`src/include/tfcr_defs.svh`:
```
// Register offsets, field positions and reset values of the register slice
// Assumes APB byte addressing, one 32-bit word per register index
`ifndef TFCR_DEFS_SVH
`define TFCR_DEFS_SVH
// Register indices; byte address is four times the index
`define TFCR_IDX_BIAS_THR 8'h11
`define TFCR_IDX_PWR_THR 8'h12
`define TFCR_IDX_FD_CTRL 8'h13
`define TFCR_IDX_RSVD_LO 8'h14
`define TFCR_IDX_RSVD_HI 8'h27
`define TFCR_IDX_ADC_HI 8'h28
`define TFCR_IDX_ADC_LO 8'h29
`define TFCR_IDX_RX_RSVD 8'h2a
`define TFCR_IDX_MON_SEL 8'h30
`define TFCR_IDX_IRQ_STAT 8'h31
`define TFCR_IDX_IRQ_MASK 8'h32
// Field positions of the detector control register
`define TFCR_FD_MODE_HI 7
`define TFCR_FD_MODE_LO 6
`define TFCR_FD_ON_BIT 5
`define TFCR_FD_OFF_BIT 4
`define TFCR_FL_OFF_BIT 3
`define TFCR_DIV_HI 2
// Field positions of the monitor select register
`define TFCR_DPD_SEL_BIT 6
`define TFCR_DBIAS_SEL_BIT 5
// Status bits: bias fault, power fault
`define TFCR_ST_BIAS 0
`define TFCR_ST_PWR 1
// Read-clear bits of the reserved receive register
`define TFCR_RC_MASK 8'h50
`define TFCR_RESET_VAL 8'h00
`endif

```
`src/include/tfcr_pkg.sv`:
```
// Types shared by the register slice
// Assumes the defs header holds all numbers
package tfcr_pkg;
  typedef enum logic [1:0] {
    TFCR_FD_AUTO = 2'b00,
    TFCR_FD_10G3 = 2'b01,
    TFCR_FD_11G1 = 2'b10,
    TFCR_FD_TEST = 2'b11
  } tfcr_fd_mode_e;
  typedef struct packed {
    tfcr_fd_mode_e freq_detect_mode;
    logic freq_detect_enable;
    logic fast_lock_on;
    logic [5:0] rate_divide_onehot;
  } tfcr_cdr_ctrl_s;
endpackage

```
`src/rtl/tfcr_regs.sv`:
```
// Register slice: fault thresholds, clock-recovery control, converter result
// Assumes APB master on pclk; analog side gives synchronous measurements
//
// Behaviour
// - Digital bias monitor selected: fault when bias current reaches threshold.
// - Digital photodiode monitor selected: fault when current reaches threshold.
// - Mode field: 00 auto, 01 fixed 10.3G, 10 fixed 11.1G, 11 test.
// - Force-on bit keeps the frequency detector enabled unless the force-off bit is set.
// - Force-off bit keeps the frequency detector always disabled.
// - Fast-lock-off bit set disables fast acquisition; cleared enables it.
// - Converter result: bits 9:2 in high register, 1:0 in low.
// - Registers 20 to 39 read zero, writes ignored.
// - Threshold and detector control registers read/write, reset zero.
// - Bias select bit 1 digital monitor, 0 analog with resistor.
// - Photodiode select bit 1 digital monitor, 0 analog with resistor.
//
// Design decision made here: register access over APB.
`include "tfcr_defs.svh"
module tfcr_regs (
  // Clock, reset, enable
  input wire logic pclk,
  input wire logic presetn,
  input wire logic clk_en,
  // APB slave
  input wire logic psel,
  input wire logic penable,
  input wire logic pwrite,
  input wire logic [11:0] paddr,
  input wire logic [31:0] pwdata,
  input wire logic [3:0] pstrb,
  output logic [31:0] prdata,
  output logic pready,
  output logic pslverr,
  // Measurements
  input wire logic [7:0] bias_meas,
  input wire logic [7:0] pd_meas,
  input wire logic [9:0] adc_result,
  input wire logic adc_valid,
  // Controls to analog and clock recovery
  output tfcr_pkg::tfcr_cdr_ctrl_s cdr_ctrl,
  output logic digital_bias_monitor_sel,
  output logic digital_pd_monitor_sel,
  output logic tx_fault,
  output logic irq
);
  logic [7:0] bias_fault_level_q;
  logic [7:0] power_fault_level_q;
  logic [7:0] fd_ctrl_q;
  logic [7:0] mon_sel_q;
  logic [9:0] adc_q;
  logic [7:0] rx_rsvd_q;
  logic [1:0] irq_stat_q;
  logic [1:0] irq_mask_q;
  logic tx_fault_q;
  logic [31:0] prdata_q;
  logic [7:0] idx;
  logic acc;
  logic wr;
  logic rd;
  logic hit;
  logic bias_flt;
  logic pwr_flt;
  logic [7:0] rdata;
  logic [2:0] div_code;

  ////////////////////////////////////////////////////////////////////////////
  // Bus decode; single-cycle answer, errors on unmapped index
  assign idx = paddr[9:2];
  assign acc = psel && penable && clk_en;
  assign wr = acc && pwrite && pstrb[0];
  assign rd = acc && !pwrite;
  assign pready = 1'b1;

  // Mapped check
  always_comb
  begin
    hit = 1'b1;
    case (idx)
      `TFCR_IDX_BIAS_THR, `TFCR_IDX_PWR_THR, `TFCR_IDX_FD_CTRL,
      `TFCR_IDX_ADC_HI, `TFCR_IDX_ADC_LO, `TFCR_IDX_RX_RSVD,
      `TFCR_IDX_MON_SEL, `TFCR_IDX_IRQ_STAT, `TFCR_IDX_IRQ_MASK: hit = 1'b1;
      default: hit = (idx >= `TFCR_IDX_RSVD_LO) && (idx <= `TFCR_IDX_RSVD_HI);
    endcase
  end
  assign pslverr = psel && penable && !(hit && paddr[11:10] == 2'b00);

  ////////////////////////////////////////////////////////////////////////////
  // Writable registers, reset to zero
  always_ff @(posedge pclk or negedge presetn)
  begin
    if (!presetn)
    begin
      bias_fault_level_q <= `TFCR_RESET_VAL;
      power_fault_level_q <= `TFCR_RESET_VAL;
      fd_ctrl_q <= `TFCR_RESET_VAL;
      mon_sel_q <= `TFCR_RESET_VAL;
      irq_mask_q <= 2'h0;
    end
    else if (wr && !pslverr)
    begin
      // Reserved and read-only indices fall through untouched
      case (idx)
        `TFCR_IDX_BIAS_THR: bias_fault_level_q <= pwdata[7:0];
        `TFCR_IDX_PWR_THR: power_fault_level_q <= pwdata[7:0];
        `TFCR_IDX_FD_CTRL: fd_ctrl_q <= pwdata[7:0];
        `TFCR_IDX_MON_SEL: mon_sel_q <= pwdata[7:0];
        `TFCR_IDX_IRQ_MASK: irq_mask_q <= pwdata[1:0];
        default: ;
      endcase
    end
  end

  ////////////////////////////////////////////////////////////////////////////
  // Monitor selection and fault comparison
  assign digital_bias_monitor_sel = mon_sel_q[`TFCR_DBIAS_SEL_BIT];
  assign digital_pd_monitor_sel = mon_sel_q[`TFCR_DPD_SEL_BIT];
  assign bias_flt = digital_bias_monitor_sel &&
                    (bias_meas >= bias_fault_level_q);
  assign pwr_flt = digital_pd_monitor_sel &&
                   (pd_meas >= power_fault_level_q);

  // Registered fault output
  always_ff @(posedge pclk or negedge presetn)
  begin
    if (!presetn)
      tx_fault_q <= 1'b0;
    else if (clk_en)
      tx_fault_q <= bias_flt || pwr_flt;
  end
  assign tx_fault = tx_fault_q;

  ////////////////////////////////////////////////////////////////////////////
  // Clock-recovery controls
  assign div_code = fd_ctrl_q[`TFCR_DIV_HI:0];
  always_comb
  begin
    cdr_ctrl.freq_detect_mode = tfcr_pkg::tfcr_fd_mode_e'(
      fd_ctrl_q[`TFCR_FD_MODE_HI:`TFCR_FD_MODE_LO]);
    // Force-off has precedence over force-on; else automatic
    if (fd_ctrl_q[`TFCR_FD_OFF_BIT])
      cdr_ctrl.freq_detect_enable = 1'b0;
    else if (fd_ctrl_q[`TFCR_FD_ON_BIT])
      cdr_ctrl.freq_detect_enable = 1'b1;
    else
      cdr_ctrl.freq_detect_enable =
        (cdr_ctrl.freq_detect_mode == tfcr_pkg::TFCR_FD_AUTO);
    cdr_ctrl.fast_lock_on = !fd_ctrl_q[`TFCR_FL_OFF_BIT];
    // Index 0 of the one-hot is divide by 2; all zero is full rate
    case (div_code)
      3'h0: cdr_ctrl.rate_divide_onehot = 6'h00;
      3'h1: cdr_ctrl.rate_divide_onehot = 6'h01;
      3'h2: cdr_ctrl.rate_divide_onehot = 6'h02;
      3'h3: cdr_ctrl.rate_divide_onehot = 6'h04;
      3'h4: cdr_ctrl.rate_divide_onehot = 6'h08;
      3'h5: cdr_ctrl.rate_divide_onehot = 6'h10;
      default: cdr_ctrl.rate_divide_onehot = 6'h20;
    endcase
  end

  ////////////////////////////////////////////////////////////////////////////
  // Converter result capture
  always_ff @(posedge pclk or negedge presetn)
  begin
    if (!presetn)
      adc_q <= 10'h000;
    else if (clk_en && adc_valid)
      adc_q <= adc_result;
  end

  // Reserved receive register; read-clear bits never set here
  always_ff @(posedge pclk or negedge presetn)
  begin
    if (!presetn)
      rx_rsvd_q <= `TFCR_RESET_VAL;
    else if (rd && !pslverr && idx == `TFCR_IDX_RX_RSVD)
      rx_rsvd_q <= rx_rsvd_q & ~`TFCR_RC_MASK;
  end

  ////////////////////////////////////////////////////////////////////////////
  // Sticky status, cleared on read; a new event wins over the clear
  always_ff @(posedge pclk or negedge presetn)
  begin
    if (!presetn)
      irq_stat_q <= 2'h0;
    else if (clk_en)
    begin
      // Clear only bits already latched into the read data
      if (rd && !pslverr && idx == `TFCR_IDX_IRQ_STAT)
        irq_stat_q <= (irq_stat_q & ~prdata_q[1:0]) | {pwr_flt, bias_flt};
      else
        irq_stat_q <= irq_stat_q | {pwr_flt, bias_flt};
    end
  end
  assign irq = |(irq_stat_q & irq_mask_q);

  ////////////////////////////////////////////////////////////////////////////
  // Read mux
  always_comb
  begin
    rdata = 8'h00;
    case (idx)
      `TFCR_IDX_BIAS_THR: rdata = bias_fault_level_q;
      `TFCR_IDX_PWR_THR: rdata = power_fault_level_q;
      `TFCR_IDX_FD_CTRL: rdata = fd_ctrl_q;
      `TFCR_IDX_ADC_HI: rdata = adc_q[9:2];
      `TFCR_IDX_ADC_LO: rdata = {6'h00, adc_q[1:0]};
      `TFCR_IDX_RX_RSVD: rdata = rx_rsvd_q;
      `TFCR_IDX_MON_SEL: rdata = mon_sel_q;
      `TFCR_IDX_IRQ_STAT: rdata = {6'h00, irq_stat_q};
      `TFCR_IDX_IRQ_MASK: rdata = {6'h00, irq_mask_q};
      default: rdata = 8'h00;
    endcase
  end

  // Read data register, updated at the setup-phase edge
  always_ff @(posedge pclk or negedge presetn)
  begin
    if (!presetn)
      prdata_q <= 32'h0000_0000;
    else if (psel && !penable && !pwrite && clk_en)
      prdata_q <= {24'h00_0000, rdata};
  end
  assign prdata = prdata_q;

  ////////////////////////////////////////////////////////////////////////////
  // Checks
  // Faults follow a selected digital monitor one cycle later
  AST_BIAS_FAULT: assert property (@(posedge pclk)
    disable iff (!presetn)
    clk_en && digital_bias_monitor_sel && bias_meas >= bias_fault_level_q
    |=> tx_fault)
    else $error("bias fault not raised");
  AST_PWR_FAULT: assert property (@(posedge pclk)
    disable iff (!presetn)
    clk_en && digital_pd_monitor_sel && pd_meas >= power_fault_level_q
    |=> tx_fault)
    else $error("power fault not raised");
  AST_NO_FAULT: assert property (@(posedge pclk)
    disable iff (!presetn)
    clk_en && !(digital_bias_monitor_sel && bias_meas >= bias_fault_level_q)
    && !(digital_pd_monitor_sel && pd_meas >= power_fault_level_q)
    |=> !tx_fault)
    else $error("spurious fault");
  // Detector control decode
  AST_FORCE_OFF: assert property (@(posedge pclk)
    disable iff (!presetn)
    fd_ctrl_q[`TFCR_FD_OFF_BIT] |-> !cdr_ctrl.freq_detect_enable)
    else $error("force off ignored");
  AST_FORCE_ON: assert property (@(posedge pclk)
    disable iff (!presetn)
    fd_ctrl_q[`TFCR_FD_ON_BIT] && !fd_ctrl_q[`TFCR_FD_OFF_BIT]
    |-> cdr_ctrl.freq_detect_enable)
    else $error("force on ignored");
  AST_FD_AUTO: assert property (@(posedge pclk)
    disable iff (!presetn)
    !fd_ctrl_q[`TFCR_FD_ON_BIT] && !fd_ctrl_q[`TFCR_FD_OFF_BIT]
    |-> cdr_ctrl.freq_detect_enable ==
        (fd_ctrl_q[`TFCR_FD_MODE_HI:`TFCR_FD_MODE_LO] == 2'h0))
    else $error("automatic detector control wrong");
  AST_FD_MODE: assert property (@(posedge pclk)
    disable iff (!presetn)
    cdr_ctrl.freq_detect_mode == fd_ctrl_q[`TFCR_FD_MODE_HI:`TFCR_FD_MODE_LO])
    else $error("mode field not passed on");
  AST_FAST_LOCK: assert property (@(posedge pclk)
    disable iff (!presetn)
    cdr_ctrl.fast_lock_on != fd_ctrl_q[`TFCR_FL_OFF_BIT])
    else $error("fast lock wrong");
  AST_DIV: assert property (@(posedge pclk)
    disable iff (!presetn)
    div_code == 3'h0 |-> cdr_ctrl.rate_divide_onehot == 6'h00)
    else $error("full rate wrong");
  AST_DIV_MAP: assert property (@(posedge pclk)
    disable iff (!presetn)
    div_code != 3'h0 && div_code <= 3'h5
    |-> cdr_ctrl.rate_divide_onehot == (6'h01 << (div_code - 3'h1)))
    else $error("divider select wrong");
  // Register writes
  AST_THR_WRITE: assert property (@(posedge pclk)
    disable iff (!presetn)
    wr && !pslverr && idx == `TFCR_IDX_BIAS_THR
    |=> bias_fault_level_q == $past(pwdata[7:0]))
    else $error("threshold write lost");
  AST_PWR_WRITE: assert property (@(posedge pclk)
    disable iff (!presetn)
    wr && !pslverr && idx == `TFCR_IDX_PWR_THR
    |=> power_fault_level_q == $past(pwdata[7:0]))
    else $error("power threshold write lost");
  AST_RSVD_NOWRITE: assert property (@(posedge pclk)
    disable iff (!presetn)
    wr && idx >= `TFCR_IDX_RSVD_LO && idx <= `TFCR_IDX_RSVD_HI
    |=> $stable({bias_fault_level_q, power_fault_level_q, fd_ctrl_q,
                 mon_sel_q, irq_mask_q}))
    else $error("reserved write changed a register");
  // Read data
  AST_RSVD_ZERO: assert property (@(posedge pclk)
    disable iff (!presetn)
    psel && !penable && !pwrite && clk_en &&
    idx >= `TFCR_IDX_RSVD_LO && idx <= `TFCR_IDX_RSVD_HI
    |=> prdata == 32'h0000_0000)
    else $error("reserved not zero");
  AST_ADC_HI: assert property (@(posedge pclk)
    disable iff (!presetn)
    psel && !penable && !pwrite && clk_en && idx == `TFCR_IDX_ADC_HI
    |=> prdata == {24'h00_0000, $past(adc_q[9:2])})
    else $error("adc high bits wrong");
  AST_ADC_LO: assert property (@(posedge pclk)
    disable iff (!presetn)
    psel && !penable && !pwrite && clk_en && idx == `TFCR_IDX_ADC_LO
    |=> prdata[31:2] == 30'h0000_0000)
    else $error("adc low upper bits set");
  AST_RX_ZERO: assert property (@(posedge pclk)
    disable iff (!presetn)
    psel && !penable && !pwrite && clk_en && idx == `TFCR_IDX_RX_RSVD
    |=> prdata == 32'h0000_0000)
    else $error("receive reserved not zero");
  // Main scenarios
  COV_FAULT: cover property (@(posedge pclk) disable iff (!presetn)
    !tx_fault ##1 tx_fault);
  COV_IRQ: cover property (@(posedge pclk) disable iff (!presetn) irq);
  COV_BOTH_FORCE: cover property (@(posedge pclk) disable iff (!presetn)
    fd_ctrl_q[`TFCR_FD_ON_BIT] && fd_ctrl_q[`TFCR_FD_OFF_BIT]);
  COV_STAT_CLEAR: cover property (@(posedge pclk) disable iff (!presetn)
    rd && idx == `TFCR_IDX_IRQ_STAT && irq_stat_q != 2'h0);
  COV_FREEZE: cover property (@(posedge pclk) disable iff (!presetn)
    !clk_en && (bias_flt || pwr_flt));
endmodule

```
`config.mk`:
```
export PLATFORM = sky130hd
export DESIGN_NAME = tfcr_regs
export DESIGN_NICKNAME = d
export VERILOG_FILES = /design/src/include/tfcr_pkg.sv /design/src/rtl/tfcr_regs.sv
export VERILOG_INCLUDE_DIRS = /design/src /design/src/include
export SDC_FILE = /design/constraint.sdc
export NUM_CORES = 1
export LEC_CHECK = 0
export ABC_CLOCK_PERIOD_IN_PS = 2009
export BUFFER_PORTS_ARGS = -buffer_cell sky130_fd_sc_hd__buf_2
export CORE_AREA = 10 10 95 97
export DETAILED_ROUTE_END_ITERATION = 6
export DIE_AREA = 0 0 105 107
export PLACE_DENSITY = 0.79
export SLEW_MARGIN = 30
export SYNTH_ARGS = -nofsm -noshare
export SYNTH_HDL_FRONTEND = slang
export SYNTH_SLANG_ARGS = --single-unit
export TNS_END_PERCENT = 50
```
`constraint.sdc`:
```
create_clock -name pclk -period 2.01 [get_ports pclk]
set_clock_uncertainty 0.15 [all_clocks]
set_input_delay 0.1005 -clock pclk [delete_from_list [all_inputs] [get_ports pclk]]
set_output_delay 0.1005 -clock pclk [all_outputs]
set_load 0.02 [all_outputs]
```
[Word level (Yosys, flattened, before mapping)]
Index checks and enable logic that the tools add are counted.
Storage, ports and cells
  bits in registers: 55
  logic and storage cells: 71
Cells by class
  $lt $le $gt $ge: 4
  eq/ne operators: 14
  mux-type cells: 6
  bitwise logic cells: 5
  reductions and logical operators: 33
Operators with widths (number)
  $pmux W8 S8: 1
  $eq A8 B6 Y1 const B: 6
  $pmux W6 S6: 1
  $eq A8 B5 Y1 const B: 3
  $logic_and A1 B1 Y1: 17
  $ge A8 B8 Y1: 2
  $reduce_and A2 Y1: 5
  $reduce_or A9 Y1: 1
  $ge A8 B5 Y1 const B: 1
  $le A8 B6 Y1 const B: 1
  $eq A3 B2 Y1 const B: 2
  $eq A3 B3 Y1 const B: 2
  $logic_not A1 Y1: 5
  $and A2 B2 Y2: 2
  $logic_not A2 Y1: 2
  $or A2 B2 Y2: 2
  $eq A3 B1 Y1 const B: 1
  $logic_not A3 Y1: 1
  $mux W1: 3
  $mux W2: 1
  $not A2 Y2: 1
  $reduce_or A2 Y1: 1
  $logic_or A1 B1 Y1: 1

[Longest topological paths before layout]
  word-level depth: 10
  mapped depth: 7
  depth with buffers taken out: 7

[Worst setup path after synthesis]
OpenSTA, ideal clock, no wires.
  path type: input to register
  start: input port paddr[6]
  end: register power_fault_level_q[0]
  setup time: 125 ps
  arrival: 1745 ps
  data required time: 1735 ps
  slack: -10 ps
  stages on the path: 7
  path buffers: 2
  path through: buf_2 mux2i_1 o2111ai_1 nor4_4 and4_4 buf_6 mux2_4
On the way
  cells in the longest elaborated chain, start to end: 9
  elaborated cells on any way between the ends: 20
  classes of those cells: order compare (2); eq/ne (9); mux (1); reduce/logical (8)
RTL lines
  start: declaration: RTL line tfcr_regs.sv:28  | input wire logic [11:0] paddr,
  $ge A8 B5 Y1 (no line), or another cell as far along
  $logic_and A1 B1 Y1 / $reduce_or A9 Y1 (equally long branches): RTL line tfcr_regs.sv:82, tfcr_regs.sv:78
  $mux W1: RTL line tfcr_regs.sv:78  | case (idx)
  $logic_and A1 B1 Y1: RTL line tfcr_regs.sv:85  | assign pslverr = psel && penable && !(hit && paddr[11:10] == 2'b00);
  $logic_not A1 Y1: RTL line tfcr_regs.sv:85
  $logic_and A1 B1 Y1: RTL line tfcr_regs.sv:85
  $logic_not A1 Y1: RTL line tfcr_regs.sv:99  | else if (wr && !pslverr)
  $logic_and A1 B1 Y1: RTL line tfcr_regs.sv:99
  $reduce_and A2 Y1 (no line) *
  end signal: assignment: RTL line tfcr_regs.sv:94  | power_fault_level_q <= `TFCR_RESET_VAL;
  end signal: assignment: RTL line tfcr_regs.sv:104  | `TFCR_IDX_PWR_THR: power_fault_level_q <= pwdata[7:0];
  end: declaration: RTL line tfcr_regs.sv:47  | logic [7:0] power_fault_level_q;
Mark *: on every way between the ends. The rest lies on a longest branch, timed or not.
A chain may end at the register's enable or synchronous reset.

[Worst setup path after layout]
  start: register bias_fault_level_q[5]
  end: register irq_stat_q[0]
On the way
  cells in the longest elaborated chain, start to end: 4
  elaborated cells on any way between the ends: 5
  classes of those cells: order compare (1); mux (1); bitwise (2); reduce/logical (1)
RTL lines
  start: declaration: RTL line tfcr_regs.sv:46  | logic [7:0] bias_fault_level_q;
  start signal: assignment: RTL line tfcr_regs.sv:93  | bias_fault_level_q <= `TFCR_RESET_VAL;
  start signal: assignment: RTL line tfcr_regs.sv:103  | `TFCR_IDX_BIAS_THR: bias_fault_level_q <= pwdata[7:0];
  $ge A8 B8 Y1 *: RTL line tfcr_regs.sv:118  | (bias_meas >= bias_fault_level_q);
  $logic_and A1 B1 Y1 *: RTL line tfcr_regs.sv:117  | assign bias_flt = digital_bias_monitor_sel &&
  $or A2 B2 Y2 (on tied branches): RTL line tfcr_regs.sv:191, tfcr_regs.sv:189
  $mux W2 *: RTL line tfcr_regs.sv:188  | if (rd && !pslverr && idx == `TFCR_IDX_IRQ_STAT)
  end signal: assignment: RTL line tfcr_regs.sv:189  | irq_stat_q <= (irq_stat_q & ~prdata_q[1:0]) | {pwr_flt, bias_flt};
  end signal: assignment: RTL line tfcr_regs.sv:191  | irq_stat_q <= irq_stat_q | {pwr_flt, bias_flt};
  end: declaration: RTL line tfcr_regs.sv:52  | logic [1:0] irq_stat_q;
Marks and branches as above.

==> summary.txt <==
Warnings from Yosys -> 0
Comb power frac -> 15.2%
Syn Std Cell Area -> 3450 µm²
Slew Limit Fails -> 0
Syn avg cell area -> 10.7 µm²
Hold WC Path Type -> in -> reg
PD cells -> 508 nW/µm²
First-pass GRT wire length -> 14800 µm
Final worst setup slack -> 0.0765 ns
Net Sw Frac -> 26.5%
Drt drc -> 0
Final nets -> 519
Commonest non-fill, non-tap cell in the layout -> buf_2
Hold Crit Start -> pwrite
Worst hold slack -> 0.0606 ns
Post-synthesis sequential area ratio -> 39.9%
Clock sink count -> 55
Number of global-route vias before repair -> 3024
Die area -> 11200 µm²
Die W -> 105 µm
Storage cell area -> 1380 µm²
Async set-reset flop share out of synthesis -> 100%
Total CTS buffers -> 5
Critical Path RT -> 2.07 ns
Leakage -> 2.02 nW
Die Ht -> 107 µm
Avg Vias per Cell -> 5.38
CTS tree -> yes
Synth unique cells -> 57
Ant. Diodes -> 0
Finished Cell Area -> 4170 µm²
Area growth from synthesis to layout -> 20.9%
Hold Crit Depth -> 4
Share of cells above drive strength 1 -> 37.1%
Ys flop type -> dfrtp_1
Area after DPL -> 3870 µm²
Worst R2R End -> irq_stat_q[0]$_DFFE_PN0P_
Final core occ -> 58.4%
DRT Pass-1 Iters -> 4
Clock buffer depth -> 2
Final Hold Viols -> 0
Met2 global-route usage -> 28.4%
Worst reg2reg setup slack -> 0.08 ns
Largest net degree at the start of global routing -> 56
Number of synthesized flops with an enable pin -> 0
Int Power -> 1.56 mW
Clock Power Share -> 30.3%
Relative slew slack -> 54.6%
Max Fclk -> 517 MHz
Final WL -> 8980 µm
Post-Syn Instances -> 323
Leading post-synthesis cells by cell area -> dfrtp_1 40%, mux2_2 12%, buf_4 5.9%
Number of max-cap violations -> 0
Worst Tran Pin Value -> 0.681 ns
Detailed placement HPWL -> 7060 µm
Leading area contributor after synthesis -> dfrtp_1
Synth top area share -> 39.9%
Minimum clock period -> 1.93 ns
Initial core utilization -> 48.3%
Critical path capture point type -> flop
Cell row count -> 31
Worst EP arrival -> 2.00 ns
Area taken by multi-input logic gates -> 1810 µm²
Clock slew at reported path FFs -> 0.10 ns
Post-DRT Antenna Nets -> 0
Setup TNS -> 0 ns
Later-pin clock latency in the skew report -> 0.31 ns
Final global-route overflow total -> 0
Max VDD drop -> 422 µV
Status -> completed
Post-CTS setup buffers -> 0
Core area -> 7140 µm²
Grt met3 use -> 4.61%
Via count -> 2809
R2R Path Start -> bias_fault_level_q[5]$_DFFE_PN0P_
Initial antenna violation count -> 0
CTS root buf -> clkbuf_8
CP Class -> reg -> reg
Wire per inst -> 17.2 µm
Place WS -> -0.0151 ns
Fin crit share -> 96.2%
Gp weighted congestion -> 0.931
Most frequent cells in the layout -> 74 x buf_2, 55 x dfrtp_1, 38 x mux2_2
Reg2Reg Depth -> 7
IO Count -> 129
Total Routing Usage GR -> 16.0%
Worst Path Max Fanout -> 2
Iter 0 DRT Violations -> 141
Worst Hold Path EP -> irq_stat_q[1]$_DFFE_PN0P_
GRT busiest layer -> met2
GRT met1 Usage -> 18.2%
Final setup violation count -> 0
CP Launch Type -> flop
NetSw -> 561 µW
Sequential power share -> 54.5%
# port buffers -> 74
Seq cells post-synth -> 55
H-tree depth -> 2
Fill count -> 611
## power by group through the flow
stage / clock (mW) / combinational [mW] / sequential, mW
floorplan: 0 / 0.200 / 1.17
global placement: 0 / 0.280 / 1.17
detailed placement: 0 / 0.289 / 1.18
CTS: 0.656 / 0.319 / 1.15
global route: 0.702 / 0.357 / 1.16
finish: 0.642 / 0.322 / 1.15
## kinds of logic after synthesis
| logic type | Yosys count | synth area share, % |
|---|---|---|
| and+or+nand+nor | 84 | 14.7 |
| AOI/OAI and AO/OA | 52 | 11.1 |
| DFF | 55 | 39.9 |
| muxes | 53 | 17.9 |
| other | 2 | 0.218 |
| adders and majority gates | 16 | 5.80 |
| buffers and inverters | 61 | 10.4 |
## cells in the mapped netlist, drive strengths merged, types with 6 or more instances
| library cell | number |
|---|---|
| mux2 | 46 |
| nand3 | 10 |
| nor2 | 10 |
| nand2 | 24 |
| buf | 34 |
| nor3 | 8 |
| nor3b | 8 |
| ha | 16 |
| a211oi | 6 |
| dfrtp | 55 |
| mux2i | 7 |
| a21oi | 8 |
| o32ai | 6 |
| o21ai | 8 |
| clkbuf | 7 |
| inv | 19 |
## sequential cells by signal (all words and copies together), names as in the netlist
register and flops:
fd_ctrl_q 8, mon_sel_q 8, bias_fault_level_q 8, irq_stat_q 2, irq_mask_q 2, adc_q 10, prdata 8, power_fault_level_q 8
tx_fault 1
## how the worst max path moves through the flow
| stage | start | to | slack (ns) | cells after the start |
|---|---|---|---|---|
| after floorplan | paddr[2] | power_fault_level_q[0]$_DFFE_PN0P_ | 0.10 | 7 |
| after global placement | paddr[6] | power_fault_level_q[2]$_DFFE_PN0P_ | 0.04 | 6 |
| after detailed placement | paddr[6] | power_fault_level_q[2]$_DFFE_PN0P_ | -0.02 | 6 |
| after CTS | bias_fault_level_q[5]$_DFFE_PN0P_ | irq_stat_q[0]$_DFFE_PN0P_ | 0.01 | 6 |
| after global routing | bias_fault_level_q[5]$_DFFE_PN0P_ | irq_stat_q[0]$_DFFE_PN0P_ | -0.006 | 7 |
| final | bias_fault_level_q[5]$_DFFE_PN0P_ | irq_stat_q[0]$_DFFE_PN0P_ | 0.08 | 7 |
## metal layers
| metal | wire [µm] | vias to the layer above |
|---|---|---|
| met5 | 0 | - |
| met4 | 197 | 0 |
| met3 | 729 | 13 |
| met2 | 4310 | 118 |
| met1 | 3740 | 1360 |
| li1 | - | 1318 |
## metrics by stage
| step | instances | power [mW] |
|---|---|---|
| 2_1_floorplan | 346 | 1.37 |
| 3_3_place_gp | 495 | 1.45 |
| 3_5_place_dp | 495 | 1.46 |
| 4_1_cts | 522 | 2.13 |
| 5_1_grt | 522 | 2.22 |
| 6_report | 522 | 2.12 |
## critical path, stage by stage (launching register included)
cell and delay [ns]:
dfrtp_1 0.37, inv_2 0.05, ha_1 0.28, a21oi_1 0.15
nor2b_1 0.07, a2111oi_2 0.34, a21o_1 0.21, a21bo_2 0.23
## area by class of cell
class | instances | area share, %
clock buffers | 6 | 1.98
multi-input cells | 230 | 43.4
flip-flops and latches | 55 | 33.0
clock inverters | 2 | 0.390
repair buffers | 110 | 16.5
inverters | 20 | 1.80
well taps | 99 | 2.97
## repair_timing
action	in CTS	in global routing
endpoints found under the hold margin	99	0
pin swaps	0	2
setup endpoints to repair	1	2
resized for setup	1	2
hold buffers	19	0
(Power assumes the default switching activity.)
